==> src/hdl/drive_io_pkg.sv <==
// Purpose: Shared constants and types for the drive terminal assignment and source selection.
// Assumes: Parameter values arrive as plain ports; codes follow the terminal function tables.
// Notes:   Defaults differ between speed and position control mode.
package drive_io_pkg;
   localparam int N_IN     = 9;
   localparam int N_OUT    = 3;
   localparam int CODE_W   = 7;
   localparam int N_ENTRY  = 16;
   localparam int ENTRY_W  = 4;

   // Speed/torque source selector values.
   localparam logic [1:0] ST_DIGITAL = 2'h0;
   localparam logic [1:0] ST_ANALOG  = 2'h1;
   localparam logic [1:0] ST_TORQUE  = 2'h2;

   // Input function codes.
   localparam logic [6:0] FN_UNUSED    = 7'h00;
   localparam logic [6:0] FN_FORWARD   = 7'h01;
   localparam logic [6:0] FN_REVERSE   = 7'h02;
   localparam logic [6:0] FN_HOME      = 7'h03;
   localparam logic [6:0] FN_START     = 7'h04;
   localparam logic [6:0] FN_SEQUENTIAL_START    = 7'h05;
   localparam logic [6:0] FN_JOG_PLUS  = 7'h06;
   localparam logic [6:0] FN_JOG_MINUS = 7'h07;
   localparam logic [6:0] FN_SPD_SEL0  = 7'h08;
   localparam logic [6:0] FN_SPD_SEL5  = 7'h0d;
   localparam logic [6:0] FN_FREE      = 7'h10;
   localparam logic [6:0] FN_SERVO_ON  = 7'h11;
   localparam logic [6:0] FN_STOP      = 7'h12;
   localparam logic [6:0] FN_THERMAL   = 7'h16;
   localparam logic [6:0] FN_ALARM_RESET   = 7'h18;
   localparam logic [6:0] FN_PRESET    = 7'h19;
   localparam logic [6:0] FN_INTERLOCK = 7'h1b;
   localparam logic [6:0] FN_DAT_SEL0  = 7'h30;
   localparam logic [6:0] FN_DAT_SEL1  = 7'h31;
   localparam logic [6:0] FN_DAT_SEL2  = 7'h32;
   localparam logic [6:0] FN_DAT_SEL3  = 7'h33;
   localparam logic [6:0] FN_TLIM_SEL  = 7'h36;
   localparam logic [6:0] FN_HOME_SENS = 7'h3e;

   // Output function codes.
   localparam logic [6:0] FO_ALARM    = 7'h41;
   localparam logic [6:0] FO_WARNING  = 7'h42;
   localparam logic [6:0] FO_READY    = 7'h43;
   localparam logic [6:0] FO_MOVING   = 7'h44;
   localparam logic [6:0] FO_END      = 7'h45;
   localparam logic [6:0] FO_HOME_POS = 7'h46;
   localparam logic [6:0] FO_TLIM     = 7'h47;
   localparam logic [6:0] FO_SPD_ATT  = 7'h4d;
   localparam logic [6:0] FO_ZERO_SPD = 7'h55;

   // Default input and output selections, speed mode then position mode, then the inversion default.
   localparam logic [N_IN*CODE_W-1:0] IN_DEF_SPEED =
      {7'h00, 7'h18, 7'h12, 7'h10, 7'h32, 7'h31, 7'h30, 7'h02, 7'h01};
   localparam logic [N_IN*CODE_W-1:0] IN_DEF_POS =
      {7'h3e, 7'h18, 7'h12, 7'h10, 7'h32, 7'h31, 7'h30, 7'h04, 7'h03};
   localparam logic [N_OUT*CODE_W-1:0] OUT_DEF_SPEED = {7'h42, 7'h44, 7'h41};
   localparam logic [N_OUT*CODE_W-1:0] OUT_DEF_POS   = {7'h46, 7'h43, 7'h41};
   localparam logic [N_IN-1:0]         INV_DEF       = 9'h000;

   // Internal functions driven by the input terminals.
   typedef struct packed {
      logic       forward_run;
      logic       reverse_run;
      logic       home_start;
      logic       start;
      logic       sequential_start;
      logic       jog_plus;
      logic       jog_minus;
      logic [5:0] speed_select;
      logic       free_run;
      logic       servo_on;
      logic       stop;
      logic       thermal_input;
      logic       alarm_reset;
      logic       position_preset;
      logic       interlock_release;
      logic [3:0] data_select;
      logic       torque_limit_select;
      logic       home_sensor;
   } in_func_t;

   // Drive status available to the output terminals.
   typedef struct packed {
      logic alarm_out;
      logic warning_out;
      logic ready;
      logic moving;
      logic end_pos;
      logic home_pos;
      logic torque_limiting_out;
      logic speed_attained_out;
      logic zero_speed_out;
   } out_stat_t;

   // Source choice per operation data entry.
   typedef enum logic [1:0] {
      SRC_DIGITAL  = 2'h0,
      SRC_INT_POT  = 2'h1,
      SRC_EXT_POT  = 2'h3,
      SRC_TIME_POT = 2'h2
   } src_t;
endpackage : drive_io_pkg

==> src/hdl/drive_io_assign.sv <==
// Purpose: Terminal function assignment and operation data source selection for a motor drive.
// Assumes: Parameter values are plain ports; rst stands for power-on.
// Notes:   Terminal assignments take effect only at reset release, as after power-on.
// Behaviour
// RL1: Speed/torque selector picks speed and torque sources; accel/decel selector picks times.
// RL2: Speed mode, selector 0: all speeds and torque limits digital.
// RL3: Speed mode, selector 1: entry 0 internal pot, entry 1 external; rest digital.
// RL4: Position mode: speed always digital; selector 0 or 1 keeps torque digital.
// RL5: Position mode, selector 2: every torque limit from external pot or voltage.
// RL6: Accel/decel selector honoured only in speed control mode.
// RL7: Accel/decel selector 1: entries 0 and 1 from time pots; else digital.
// RL8: One function code per input terminal routes its level to that function.
// RL9: Input codes decode to their fixed internal functions.
// RL10: Input defaults per control mode, position mode changes terminals 0, 1, 8.
// RL11: Per-terminal inversion before decoding; all default to pass-through.
// RL12: Function selections and logic levels take effect only after power-on.
// RL13: One code per output terminal drives it from the named status.
// RL14: Output defaults 65,68,66 in speed mode; 65,67,70 in position mode.
// RL15: Undefined input codes are treated as unassigned.
`timescale 1ns/1ps
`default_nettype none
module drive_io_assign
   import drive_io_pkg::*;
(
   // Clock and reset
   input  wire logic                                clock,
   input  wire logic                                rst,
   // Mode and source selectors
   input  wire logic                                position_mode,
   input  wire logic [1:0]                          speed_torque_sel,
   input  wire logic                                accel_decel_sel,
   input  wire logic [drive_io_pkg::ENTRY_W-1:0]    entry_sel,
   // Written assignments, adopted only at power-on
   input  wire logic                                use_defaults,
   input  wire logic [drive_io_pkg::N_IN*drive_io_pkg::CODE_W-1:0] in_code_wr,
   input  wire logic [drive_io_pkg::N_IN-1:0]       in_invert_wr,
   input  wire logic [drive_io_pkg::N_OUT*drive_io_pkg::CODE_W-1:0] out_code_wr,
   // Terminals
   input  wire logic [drive_io_pkg::N_IN-1:0]       input_terminal,
   output logic      [drive_io_pkg::N_OUT-1:0]      output_terminal,
   // Drive status and decoded functions
   input  wire       drive_io_pkg::out_stat_t       status,
   output var        drive_io_pkg::in_func_t        funcs,
   // Source of the selected entry
   output var        drive_io_pkg::src_t            speed_src,
   output var        drive_io_pkg::src_t            torque_src,
   output var        drive_io_pkg::src_t            accel_src,
   output var        drive_io_pkg::src_t            decel_src
);
   import drive_io_pkg::*;

   logic [N_IN*CODE_W-1:0]  in_code_q,  in_code_d;
   logic [N_IN-1:0]         inv_q,      inv_d;
   logic [N_OUT*CODE_W-1:0] out_code_q, out_code_d;
   logic                    boot_q,     boot_d;
   logic [N_IN-1:0]         sync1_q,    sync2_q;
   logic [N_OUT-1:0]        out_d,      out_q;
   src_t                    spd_d, trq_d, acc_d, dec_d;
   logic [N_IN-1:0]         cond;

   function automatic logic out_pick(input logic [CODE_W-1:0] c, input out_stat_t s);
      logic r;
      r = 1'b0;
      unique case (c)
         FO_ALARM    : r = s.alarm_out;
         FO_WARNING  : r = s.warning_out;
         FO_READY    : r = s.ready;
         FO_MOVING   : r = s.moving;
         FO_END      : r = s.end_pos;
         FO_HOME_POS : r = s.home_pos;
         FO_TLIM     : r = s.torque_limiting_out;
         FO_SPD_ATT  : r = s.speed_attained_out;
         FO_ZERO_SPD : r = s.zero_speed_out;
         default     : r = 1'b0;
      endcase
      return r;
   endfunction : out_pick

   // Assignment latch: takes the written or default set once after reset release.
   always_comb
   begin
      boot_d     = 1'b0;
      in_code_d  = in_code_q;
      inv_d      = inv_q;
      out_code_d = out_code_q;
      if (boot_q)                                            // [RL12]
      begin
         if (use_defaults)
         begin
            in_code_d  = position_mode ? IN_DEF_POS : IN_DEF_SPEED;     // [RL10]
            out_code_d = position_mode ? OUT_DEF_POS : OUT_DEF_SPEED;   // [RL14]
            inv_d      = INV_DEF;                                       // [RL11]
         end
         else
         begin
            in_code_d  = in_code_wr;                         // [RL8]
            out_code_d = out_code_wr;                        // [RL13]
            inv_d      = in_invert_wr;
         end
      end
   end

   always_ff @(posedge clock)
   begin
      if (rst)
      begin
         boot_q     <= 1'b1;
         in_code_q  <= IN_DEF_SPEED;
         out_code_q <= OUT_DEF_SPEED;
         inv_q      <= INV_DEF;
      end
      else
      begin
         boot_q     <= boot_d;
         in_code_q  <= in_code_d;
         out_code_q <= out_code_d;
         inv_q      <= inv_d;
      end
   end

   // Terminal pins are asynchronous and pass two flops first.
   always_ff @(posedge clock)
   begin
      if (rst)
      begin
         sync1_q <= '0;
         sync2_q <= '0;
      end
      else
      begin
         sync1_q <= input_terminal;
         sync2_q <= sync1_q;
      end
   end

   assign cond = sync2_q ^ inv_q;                            // [RL11]

   input_decode u_dec (
      .level (cond),
      .codes (in_code_q),
      .funcs (funcs)
   );

   // Output terminals and entry sources.
   always_comb
   begin
      for (int k = 0; k < N_OUT; k++)
      begin
         out_d[k] = out_pick(out_code_q[k*CODE_W +: CODE_W], status);   // [RL13]
      end
      spd_d = SRC_DIGITAL;
      trq_d = SRC_DIGITAL;
      acc_d = SRC_DIGITAL;
      dec_d = SRC_DIGITAL;
      if (!position_mode)                                    // [RL1]
      begin
         if (speed_torque_sel == ST_ANALOG)                  // [RL2] [RL3]
         begin
            if (entry_sel == 4'h0)
            begin
               spd_d = SRC_INT_POT;
            end
            else if (entry_sel == 4'h1)
            begin
               spd_d = SRC_EXT_POT;
            end
         end
         if (accel_decel_sel && entry_sel <= 4'h1)           // [RL6] [RL7]
         begin
            acc_d = SRC_TIME_POT;
            dec_d = SRC_TIME_POT;
         end
      end
      else if (speed_torque_sel == ST_TORQUE)                // [RL4] [RL5]
      begin
         trq_d = SRC_EXT_POT;
      end
   end

   always_ff @(posedge clock)
   begin
      if (rst)
      begin
         out_q      <= '0;
         speed_src  <= SRC_DIGITAL;
         torque_src <= SRC_DIGITAL;
         accel_src  <= SRC_DIGITAL;
         decel_src  <= SRC_DIGITAL;
      end
      else
      begin
         out_q      <= out_d;
         speed_src  <= spd_d;
         torque_src <= trq_d;
         accel_src  <= acc_d;
         decel_src  <= dec_d;
      end
   end

   assign output_terminal = out_q;

   // Checks.
   // The latch edge itself changes the sets, so stability is checked from the second edge after it.
   property p_latch_once;
      @(posedge clock) disable iff (rst)
      !boot_q && !$past(boot_q)
         |-> $stable(in_code_q) && $stable(inv_q) && $stable(out_code_q);
   endproperty
   a_latch_once: assert property (p_latch_once) else $error("set changed after latch"); // [RL12]

   property p_pos_speed;
      @(posedge clock) disable iff (rst)
      position_mode |=> speed_src == SRC_DIGITAL && accel_src == SRC_DIGITAL;
   endproperty
   a_pos_speed: assert property (p_pos_speed) else $error("analog in position mode"); // [RL4]

   property p_pos_torque;
      @(posedge clock) disable iff (rst)
      position_mode && speed_torque_sel == ST_TORQUE |=> torque_src == SRC_EXT_POT;
   endproperty
   a_pos_torque: assert property (p_pos_torque) else $error("torque not external"); // [RL5]

   property p_spd_sel0;
      @(posedge clock) disable iff (rst)
      !position_mode && speed_torque_sel == ST_DIGITAL
         |=> speed_src == SRC_DIGITAL && torque_src == SRC_DIGITAL;
   endproperty
   a_spd_sel0: assert property (p_spd_sel0) else $error("selector 0 not digital"); // [RL2]

   property p_spd_sel1;
      @(posedge clock) disable iff (rst)
      !position_mode && speed_torque_sel == ST_ANALOG && entry_sel == 4'h1
         |=> speed_src == SRC_EXT_POT;
   endproperty
   a_spd_sel1: assert property (p_spd_sel1) else $error("entry 1 not external"); // [RL3]

   property p_acc;
      @(posedge clock) disable iff (rst)
      !position_mode && accel_decel_sel && entry_sel == 4'h0 |=> decel_src == SRC_TIME_POT;
   endproperty
   a_acc: assert property (p_acc) else $error("time pot not used"); // [RL7]

   property p_inv;
      @(posedge clock) disable iff (rst)
      !boot_q && inv_q[7] && in_code_q[55:49] == FN_STOP && !sync2_q[7] |-> funcs.stop;
   endproperty
   a_inv: assert property (p_inv) else $error("inversion lost"); // [RL11]

   property p_out;
      @(posedge clock) disable iff (rst)
      out_code_q[6:0] == FO_ALARM && $stable(out_code_q)
         |=> output_terminal[0] == $past(status.alarm_out);
   endproperty
   a_out: assert property (p_out) else $error("output 0 mismatch"); // [RL13]
endmodule : drive_io_assign
`default_nettype wire

==> src/hdl/input_decode.sv <==
// Purpose: Routes conditioned input terminal levels to internal functions by code.
// Assumes: Codes are stable, latched at power-on by the parent.
// Notes:   Codes outside the defined set affect nothing.
`timescale 1ns/1ps
`default_nettype none
module input_decode
   import drive_io_pkg::*;
(
   // Terminals
   input  wire logic [drive_io_pkg::N_IN-1:0]             level,
   input  wire logic [drive_io_pkg::N_IN*drive_io_pkg::CODE_W-1:0] codes,
   // Functions
   output var        drive_io_pkg::in_func_t              funcs
);
   import drive_io_pkg::*;

   always_comb
   begin
      logic [CODE_W-1:0] c;
      c     = '0;
      funcs = '0;
      for (int i = 0; i < N_IN; i++)
      begin
         c = codes[i*CODE_W +: CODE_W];
         if (level[i])
         begin
            unique case (c)                                  // [RL9]
               FN_FORWARD   : funcs.forward_run         = 1'b1;
               FN_REVERSE   : funcs.reverse_run         = 1'b1;
               FN_HOME      : funcs.home_start          = 1'b1;
               FN_START     : funcs.start               = 1'b1;
               FN_SEQUENTIAL_START    : funcs.sequential_start    = 1'b1;
               FN_JOG_PLUS  : funcs.jog_plus            = 1'b1;
               FN_JOG_MINUS : funcs.jog_minus           = 1'b1;
               FN_FREE      : funcs.free_run            = 1'b1;
               FN_SERVO_ON  : funcs.servo_on            = 1'b1;
               FN_STOP      : funcs.stop                = 1'b1;
               FN_THERMAL   : funcs.thermal_input       = 1'b1;
               FN_ALARM_RESET   : funcs.alarm_reset         = 1'b1;
               FN_PRESET    : funcs.position_preset     = 1'b1;
               FN_INTERLOCK : funcs.interlock_release   = 1'b1;
               FN_DAT_SEL0  : funcs.data_select[0]      = 1'b1;
               FN_DAT_SEL1  : funcs.data_select[1]      = 1'b1;
               FN_DAT_SEL2  : funcs.data_select[2]      = 1'b1;
               FN_DAT_SEL3  : funcs.data_select[3]      = 1'b1;
               FN_TLIM_SEL  : funcs.torque_limit_select = 1'b1;
               FN_HOME_SENS : funcs.home_sensor         = 1'b1;
               default :
               begin
                  // Speed select bits 0 to 5; anything else is unassigned. [RL15]
                  if (c >= FN_SPD_SEL0 && c <= FN_SPD_SEL5)
                  begin
                     funcs.speed_select[3'(c - FN_SPD_SEL0)] = 1'b1;
                  end
               end
            endcase
         end
      end
   end
endmodule : input_decode
`default_nettype wire

==> config.mk <==
export PLATFORM = sky130hd
export DESIGN_NAME = drive_io_assign
export DESIGN_NICKNAME = d
export VERILOG_FILES = /design/src/hdl/drive_io_pkg.sv /design/src/hdl/drive_io_assign.sv /design/src/hdl/input_decode.sv
export SDC_FILE = /design/constraint.sdc
export NUM_CORES = 1
export LEC_CHECK = 0
export CAP_MARGIN = 5
export CORE_AREA = 2 2 134 136
export DETAILED_ROUTE_END_ITERATION = 8
export DIE_AREA = 0 0 136 138
export DONT_BUFFER_PORTS = 1
export HOLD_SLACK_MARGIN = 0.15
export PLACE_DENSITY_LB_ADDON = 0.1
export SETUP_SLACK_MARGIN = 0.05
export SYNTH_ARGS = -nofsm -noshare
export SYNTH_HDL_FRONTEND = slang
export SYNTH_SLANG_ARGS = --single-unit
==> constraint.sdc <==
create_clock -name clock -period 1.6 [get_ports clock]
set_input_delay 0.16 -clock clock [delete_from_list [all_inputs] [get_ports clock]]
set_output_delay 0.16 -clock clock [all_outputs]
set_load 0.02 [all_outputs]
-- Word-level counts from Yosys, hierarchy flattened
Index checks and enable logic that the tools add are counted.
- order comparisons: 37
- add/sub/neg operators: 9
- eq/ne operators: 210
- reduce and logical (&&, ||, !) cells: 33
- bitwise operators: 11
- mux-type cells: 238
- operators by type and width (operator ; count):
    $eq A7 B5 Y1 const B ; 63
    $eq A7 B6 Y1 const B ; 54
    $eq A7 B3 Y1 const B ; 36
    $mux W26 ; 9
    $mux W1 ; 191
    $eq A7 B7 Y1 const B ; 27
    $reduce_or A20 Y1 ; 9
    $eq A7 B2 Y1 const B ; 18
    $mux W6 ; 18
    $eq A7 B1 Y1 const B ; 9
    $ge A7 B4 Y1 const B ; 9
    $le A7 B4 Y1 const B ; 9
    $mux W63 ; 1
    $mux W62 ; 1
    $or A6 B6 Y6 ; 8
    $lt A3 B4 Y1 const B ; 9
    $demux W1 S3 ; 9
    $ge A3 B1 Y1 const B ; 9
    $pmux W1 S9 ; 3
    $sub A3 B1 Y3 const B ; 9
    $mux W21 ; 1
    $logic_and A1 B1 Y1 ; 19
    $mux W17 ; 1
    $mux W9 ; 1
    11 further kinds ; 15
- output and inout bits: 37
- register bits after elaboration: 121
- word-level logic and storage cells: 549

-- Longest topological paths before layout
Gate-level depths: netlist of the first run.
- depth after elaboration: 40
- mapped depth: 6
- mapped depth without buffers: 4

-- Modules after synthesis
From an unflattened synthesis of the first run, not the netlist that was laid out.
- cell total of the unflattened synthesis: 975
- area total of the unflattened synthesis: 7435.9 µm²
- modules (own cells, without submodules) (module ; cells each ; seq. area each (µm²) ; area each (µm²) ; instances):
    drive_io_assign ; 523 ; 2382.3 ; 4669.5 ; 1
    input_decode ; 452 ; 0.0 ; 2766.4 ; 1

-- Least setup slack after synthesis of the first run
Ideal clock, no wire load.
- kind: flip-flop to output port
- start point: register in_code_q[4]
- end point: output port funcs[14] in the netlist's numbering
- data required time: 1.440 ns
- cell stages (with the launch flop): 5
- arrival time: 1.682 ns
- setup slack: -0.242 ns
- path through: dfxtp_1 or4b_4 or4b_1 and4_1 nand4_1
- RTL lines (element ; line ; source):
    start, declared ; drive_io_assign.sv:52 ; logic [N_IN*CODE_W-1:0] in_code_q, in_code_d;
    start signal, assigned ; drive_io_assign.sv:115 ; in_code_q <= in_code_d;
    end, declared ; drive_io_assign.sv:43 ; output var drive_io_pkg::in_func_t funcs,

==> impl_results.rst, run 1 <==
.. list-table::
   :header-rows: 1

   * - Metric
     - Value
   * - Signal arrival time at the worst endpoint
     - 2.27 ns
   * - Worst clock skew
     - 0.00959 ns
   * - Hold/Removal Path Class
     - in2reg
   * - Buffer cell driving the clock tree root
     - clkbuf_16
   * - Syn_area_per_cell
     - 7.69 um2
   * - Element type at the critical path end
     - primary output
   * - Type of the setup path with the least slack
     - reg2out
   * - Core area
     - 17,500 um2
   * - Detailed-route wire length
     - 34,100 um
   * - Number of nets still failing antenna checks after routing
     - 0
   * - Number of top-level pins
     - 159
   * - Worst slew margin
     - 0.669
   * - Drt wl/cell
     - 22.1 um
   * - Residual overflow from global routing
     - 0
   * - Clock net sink count
     - 119
   * - TritonCTS clock tree
     - yes
   * - Leakage
     - 5.01 nW
   * - Wire length of the first global-routing pass
     - 51,400 um
   * - Fraction of final layout cells with drive strength greater than 1
     - 0.444
   * - Number of enable-type register cells in the synthesized netlist
     - 0
   * - Weighted congestion reported at the end of routability-driven placement
     - 1.02
   * - Final-report max-slew violation count
     - 0
   * - Crit-path max FO
     - 5
   * - Fraction of the cycle the final worst path needs
     - 1.52
   * - Critical path origin
     - in_code_q[6]
   * - Total number of yosys warnings
     - 0
   * - Via count of the routed design
     - 9,515
   * - Pin count of the biggest net entering global routing
     - 118
   * - Hold-fix buffer count after cts
     - 35
   * - CP required
     - 1.44 ns
   * - Most used cells in the layout excluding fill and tap cells
     - buf_4, nor2_1, nor2b_1, a21oi_1, dfxtp_1
   * - Number of maximum-capacitance violations
     - 0
   * - Unique cell type count in the Yosys netlist
     - 69
   * - Maximum achievable frequency
     - 412 MHz
   * - Sequential area share after synthesis
     - 0.309
   * - Worst R2R Path Depth
     - 4
   * - Post-Place Worst Slack
     - -0.534 ns
   * - Maximum count of clock buffers along a single path
     - 2
   * - PwrDens
     - 728 nW/um2
   * - Iteration-0 DRC count of the detailed router
     - 1,010
   * - Number of cells on the worst hold path
     - 0
   * - Setup violations, final
     - 26
   * - Number of vias per cell after detailed routing
     - 6.15
   * - Slew at the pin with the worst max-slew slack
     - 0.490 ns
   * - Hold path startpoint
     - rst
   * - Area growth from synthesis to layout
     - 66.8%
   * - Floorplan die area
     - 18,800 um2
   * - Total routing resource utilization after global routing
     - 0.356
   * - Filler cell count in the final layout
     - 1,386
   * - Final critical-path required period
     - 2.43 ns
   * - Number of buffers inserted during clock tree synthesis
     - 17
   * - Drt pass-1 iters
     - 6
   * - Die height
     - 138 um
   * - Failing checks
     - hold timing, setup timing
   * - Final hold vios
     - 91
   * - RSZ-0062 raised after global routing
     - true
   * - Worst slack on hold paths
     - -0.223 ns
   * - # port buffers
     - 0
   * - Synth async-reset ratio
     - 0
   * - Dominant register cell in the synthesized netlist
     - dfxtp_1
   * - Type of element launching the critical path
     - flip-flop
   * - Worst-skew pair later-pin latency
     - 0.44 ns
   * - Register bit total from synthesis
     - 119
   * - Result of the run
     - complete, but fails checks
   * - Final routed DRC violation total
     - 0
   * - Final worst setup slack
     - -0.828 ns
   * - Crit Reg-Reg Startpoint
     - out_code_q[19]
   * - Most common cell after layout, fill and taps aside
     - buf_4
   * - Std-Cell Rows
     - 49
   * - Post-synthesis instance area
     - 7720 um2
   * - Gate Count Post-Synth
     - 1,004
   * - Effective utilization at floorplan
     - 0.440
   * - Total Nets Final
     - 1,426
   * - DP HPWL
     - 24,600 um
   * - Vias in the first global route
     - 8,984
   * - H-tree lvl count
     - 4
   * - Clock slew at the register clock pins of the worst setup and hold paths
     - 0.06 ns
   * - Width of the die
     - 136 um
   * - Number of antenna violations at the first check in global routing
     - 1
   * - Worst supply voltage drop on vdd
     - 0.798 mV
[path summary, 6_finish.rpt]
check        slack (ns)                  to
max               -0.83           funcs[14]
min               -0.22              boot_q
max reg2reg        0.14  output_terminal[2]
min reg2reg        0.45  output_terminal[0]
[layout make-up]
type,count,area (um2),share of cell area
flip-flops and latches,119,2500,0.194
multi-input cells,802,6350,0.493
clock buffers,19,443,0.0344
repair buffers,356,3080,0.239
inverters,8,30.0,0.00233
well taps,229,287,0.0223
diodes,1,2.50,0.000194
clock inverters,13,190,0.0148
[routing by layer]
metal | track usage | share of wire
met4 | 0.141 | 0.046
met5 | 0 | 0
met1 | 0.486 | 0.42
met2 | 0.549 | 0.45
met3 | 0.0744 | 0.086
[sequential cells by signal, indices dropped and copies added (netlist names), 2 cells and up]
signal and count:
in_code_q 63, inv_q 9, out_code_q 21, output_terminal 3, speed_src 2, sync1_q 9, sync2_q 9
[where the power goes]
| part | switching (W) | internal (W) |
|---|---|---|
| combinational | 0.000912 | 0.000973 |
| sequential | 0.000197 | 0.00309 |
| clock | 0.00153 | 0.00267 |
| total | 0.00264 | 0.00673 |
[worst max-delay path: stages, from the launching register on]
cell	delay, ns
dfxtp_2	0.34
or4b_4	0.55
or4b_4	0.51
and4_4	0.18
nand4_1	0.10
buf_4	0.15
[what timing repair did]
| item | in CTS | in global routing |
|---|---|---|
| resized for setup | 174 | 119 |
| pin swaps | 59 | 58 |
| setup endpoints to repair | 27 | 29 |
| setup buffers | 18 | 17 |
| cloned | 1 | 2 |
| hold endpoints to repair | 119 | 91 |
[synth_stat cells (all sizes together), types with 6 or more instances]
library cell | number | area, um2
nor2b | 94 | 588
buf | 19 | 91.3
nand4b | 9 | 78.8
nor2 | 111 | 417
dfxtp | 119 | 2380
or3 | 15 | 93.8
o22ai | 25 | 156
nand3 | 39 | 195
a2111oi | 8 | 70.1
nand2 | 35 | 131
o2111ai | 8 | 70.1
nor3 | 38 | 190
nand4 | 50 | 313
nor4bb | 7 | 70.1
mux2i | 6 | 60.1
or4 | 14 | 105
a211oi | 16 | 120
nand3b | 19 | 143
nor4b | 21 | 184
or4b | 12 | 124
nand2b | 42 | 263
o21ai | 8 | 40.0
nor3b | 11 | 82.6
xor2 | 9 | 78.8
clkbuf | 57 | 215
inv | 8 | 30.0
xnor2 | 9 | 101
nor4 | 38 | 238
a21oi | 72 | 360
a22oi | 7 | 52.6
[logic make-up after synthesis]
kind of cell,after synthesis,share of synthesized area
flip-flops,119,0.309
AO/OA/AOI/OAI,192,0.167
AND/OR/NAND/NOR,580,0.443
other,1,0.000486
XOR/XNOR,18,0.0233
adder cells (fa/ha/maj),1,0.00130
buffers and inverters,84,0.0436
multiplexers,9,0.0122
[through the flow]
step                total power [W]  std cells  area [um2]  TNS (ns)   util
CTS                         0.00921       1529       12200    -16.93  0.696
global route                0.00970       1547       12900    -18.12  0.734
finish                      0.00937       1547       12900    -17.18  0.734
global placement            0.00474       1447       10200     -9.21  0.582
floorplan                   0.00412       1005        8010    -0.594      -
detailed placement          0.00475       1447       10200     -9.37  0.582
Note: power is estimated with default switching activity, not from simulation.
==> inputs of run 2 (changes only) <==
--- a/config.mk
+++ b/config.mk
@@ -7,6 +7,7 @@
 export LEC_CHECK = 0
 export CAP_MARGIN = 5
 export CORE_AREA = 2 2 134 136
+export CTS_BUF_LIST = sky130_fd_sc_hd__clkbuf_8
 export DETAILED_ROUTE_END_ITERATION = 8
 export DIE_AREA = 0 0 136 138
 export DONT_BUFFER_PORTS = 1
==> constraint.sdc (replaced) <==
create_clock -name clock -period 1.6 [get_ports clock]
set_input_delay 0.24 -clock clock [delete_from_list [all_inputs] [get_ports clock]]
set_output_delay 0.24 -clock clock [all_outputs]
set_load 0.02 [all_outputs]
==> run 2 against run 1 <==
  * The run still ends with hold timing, setup timing left
  * Worst hold slack improved by 0.056 ns
  * Critical endpoint unchanged
  * Cell count decreased by 0.32%
  * Sequential share of layout area increased by 0.56 points
  * Non-clock buffer count decreased by 6
  * Fmax decreased by 4.2%
  * Sequential power about the same
  * Routed wire length decreased by 0.67%
  * Design area decreased by 2.7%
==> impl_results.rst, run 2 (synthesis gave the netlist of run 1 again) <==
.. list-table::
   :header-rows: 1

   * - Metric
     - Value
   * - Type of element launching the critical path
     - flip-flop (unchanged)
   * - DP HPWL
     - 25,300 um (was 24,600 um)
   * - Number of top-level pins
     - 159 (unchanged)
   * - Crit-path max FO
     - 4 (was 5)
   * - Total Nets Final
     - 1,422 (was 1,426)
   * - Buffer cell driving the clock tree root
     - clkbuf_8 (was clkbuf_16)
   * - Number of buffers inserted during clock tree synthesis
     - 17 (unchanged)
   * - Die height
     - 138 um (unchanged)
   * - Pin count of the biggest net entering global routing
     - 118 (unchanged)
   * - Setup violations, final
     - 26 (unchanged)
   * - Slowest-stage cell, CP
     - or4b_4 (unchanged)
   * - RSZ-0062 raised after global routing
     - true (unchanged)
   * - Share of the core filled with cells in the final layout
     - 0.714 (was 0.734)
   * - Maximum achievable frequency
     - 395 MHz (was 412 MHz)
   * - Number of nets still failing antenna checks after routing
     - 0 (unchanged)
   * - Clock net sink count
     - 119 (unchanged)
   * - Number of cells on the worst hold path
     - 0 (unchanged)
   * - Iteration-0 DRC count of the detailed router
     - 1,008 (was 1,010)
   * - Weighted congestion reported at the end of routability-driven placement
     - 0.993 (was 1.02)
   * - Number of maximum-capacitance violations
     - 0 (unchanged)
   * - Hold-fix buffer count after cts
     - 32 (was 35)
   * - Max reg flops
     - 63 (unchanged)
   * - Type of the setup path with the least slack
     - reg2out (unchanged)
   * - Worst clock skew
     - 0.0177 ns (was 0.00959 ns)
   * - Hold/Removal Path Class
     - in2reg (unchanged)
   * - Largest register by flop count
     - in_code_q (unchanged)
   * - Worst R2R Path Depth
     - 4 (unchanged)
   * - Std-Cell Rows
     - 49 (unchanged)
   * - Area taken by flip-flops and latches
     - 2500 um2 (about the same)
   * - Hold-critical path endpoint
     - boot_q (unchanged)
   * - Final worst setup slack
     - -0.935 ns (was -0.828 ns)
   * - Core area
     - 17,500 um2 (unchanged)
   * - Most used cells in the layout excluding fill and tap cells
     - buf_4, nor2_1, nor2b_1, a21oi_1, dfxtp_1 (unchanged)
   * - Most common cell after layout, fill and taps aside
     - buf_4 (unchanged)
   * - Failing checks
     - hold timing, setup timing (unchanged)
   * - Final total negative setup slack
     - -20.26 ns (was -17.18 ns)
   * - Total routing resource utilization after global routing
     - 0.357 (was 0.356)
   * - Slew at the pin with the worst max-slew slack
     - 0.495 ns (was 0.490 ns)
   * - Reg-to-Reg End
     - in_code_q[34] (was output_terminal[2])
   * - Crit-path max cell delay
     - 0.55 ns (about the same)
   * - Worst slew margin
     - 0.665 (was 0.669)
   * - Area growth from synthesis to layout
     - 62.3% (was 66.8%)
   * - Cell type with the highest occurrence count on the critical path
     - or4b_4 (unchanged)
   * - Maximum count of clock buffers along a single path
     - 2 (unchanged)
   * - Floorplan die area
     - 18,800 um2 (unchanged)
   * - CP required
     - 1.36 ns (was 1.44 ns)
   * - Cells traversed along the worst timing path
     - or4b_4 -> or4b_4 -> and4_4 -> nand4_1 -> buf_4 (unchanged)
   * - Drt wl/cell
     - 22.0 um (was 22.1 um)
   * - Final-report max-slew violation count
     - 0 (unchanged)
   * - Hold path startpoint
     - rst (unchanged)
   * - Worst-skew pair later-pin latency
     - 0.47 ns (was 0.44 ns)
   * - Wire length of the first global-routing pass
     - 50,800 um (was 51,400 um)
   * - Drt pass-1 iters
     - 5 (was 6)
   * - Final antenna diode count
     - 0 (was 1)
   * - Signal arrival time at the worst endpoint
     - 2.29 ns (was 2.27 ns)
   * - Crit Reg-Reg Startpoint
     - boot_q (was out_code_q[19])
   * - Fraction of final layout cells with drive strength greater than 1
     - 0.438 (was 0.444)
   * - Residual overflow from global routing
     - 0 (unchanged)
   * - Worst slack on hold paths
     - -0.167 ns (was -0.223 ns)
   * - Regs by FF count
     - in_code_q x63, out_code_q x21 (unchanged)
   * - Cell family contributing the most delay on the critical path
     - simple AND/OR/NAND/NOR gates (unchanged)
   * - Number of antenna violations at the first check in global routing
     - 0 (was 1)
   * - # port buffers
     - 0 (unchanged)
   * - Final critical-path required period
     - 2.53 ns (was 2.43 ns)
   * - Element type at the critical path end
     - primary output (unchanged)
   * - Leakage
     - 4.86 nW (was 5.01 nW)
   * - PwrDens
     - 656 nW/um2 (was 728 nW/um2)
   * - Vias in the first global route
     - 8,957 (was 8,984)
   * - Width of the die
     - 136 um (unchanged)
   * - Via count of the routed design
     - 9,242 (was 9,515)
   * - Effective utilization at floorplan
     - 0.440 (unchanged)
   * - TritonCTS clock tree
     - yes (unchanged)
   * - Detailed-route wire length
     - 33,900 um (was 34,100 um)
   * - Filler cell count in the final layout
     - 1,394 (was 1,386)
   * - Final hold vios
     - 91 (unchanged)
   * - Final routed DRC violation total
     - 0 (unchanged)
   * - Worst supply voltage drop on vdd
     - 0.974 mV (was 0.798 mV)
   * - Reg-to-reg slack, setup
     - 0.06 ns (was 0.14 ns)
   * - Clock slew at the register clock pins of the worst setup and hold paths
     - 0.08 ns (was 0.06 ns)
   * - Result of the run
     - complete, but fails checks (unchanged)
   * - Buffering stage count on the worst path with inverters included
     - 1 (unchanged)
   * - Post-Place Worst Slack
     - -0.557 ns (was -0.534 ns)
   * - Number of vias per cell after detailed routing
     - 5.99 (was 6.15)
   * - Fraction of the cycle the final worst path needs
     - 1.58 (was 1.52)
   * - Footprint of the multi-input gates
     - 6350 um2 (unchanged)
   * - H-tree lvl count
     - 4 (unchanged)
[run 2: cell count changes in the layout (fill, tap and decap cells not counted), sizes merged]
cell | previous run | this run
bufinv | 4 | 3
buf | 320 | 318
xnor2 | 9 | 11
clkbuf | 20 | 19
clkinv | 3 | 2
dlygate4sd3 | 35 | 32
inv | 13 | 15
diode | 1 | 0
[run 2: power breakdown]
group	internal [W]	switching [W]	total [W]
sequential	0.00308	0.000206	0.00329
combinational	0.000955	0.000910	0.00187
clock	0.00164	0.00142	0.00307
total	0.00568	0.00254	0.00822
[run 2: stage by stage]
stage	std cells	total power [W]	area, um2
final	1542	0.00822	12500
after global routing	1542	0.00852	12500
after CTS	1540	0.00814	12200
after detailed placement	1454	0.00480	10300
after global placement	1454	0.00479	10300
after floorplan	1005	0.00416	8190
[run 2: worst reg2reg max path: stages (launching register included)]
cell and delay [ns]:
dfxtp_4 0.41, buf_12 0.20, nor2b_1 0.41, a21oi_1 0.08
nor2_1 0.32
[run 2: layout make-up]
type,instances,share of cell area
Timing Repair Buffer,350,0.234
Clock inverter,13,0.0132
Inverter,8,0.00240
Clock buffer,19,0.0209
Multi-Input combinational cell,804,0.507
Tap cell,229,0.0229
Sequential cell,119,0.200
[run 2: what timing repair did]
action | in CTS | in global routing
pin swaps | 64 | 42
buffers inserted | 26 | 6
resized for setup | 188 | 68
gates cloned | 4 | 0
endpoints found under the hold margin | 119 | 92
endpoints found under the setup margin | 27 | 28
[run 2: worst max path at each step]
stage	startpoint	end	slack (ns)	depth (start not counted)
final	in_code_q[6]	funcs[14]	-0.93	5
after floorplan	in_code_q[6]	funcs[14]	-0.32	4
after CTS	in_code_q[6]	funcs[14]	-0.93	5
after detailed placement	in_code_q[5]	funcs[19]	-0.56	7
after global routing	sync2_q[8]	funcs[16]	-0.99	8
after global placement	in_code_q[5]	funcs[19]	-0.57	7
[run 2: layer usage]
metal  up-vias  global-route usage  wire length [um]
met2       414               0.563             15500
li1       4376                   -                 -
met1      4374               0.473             14400
met4         0               0.145              1360
met5         -                   0                 0
met3        78              0.0788              2680
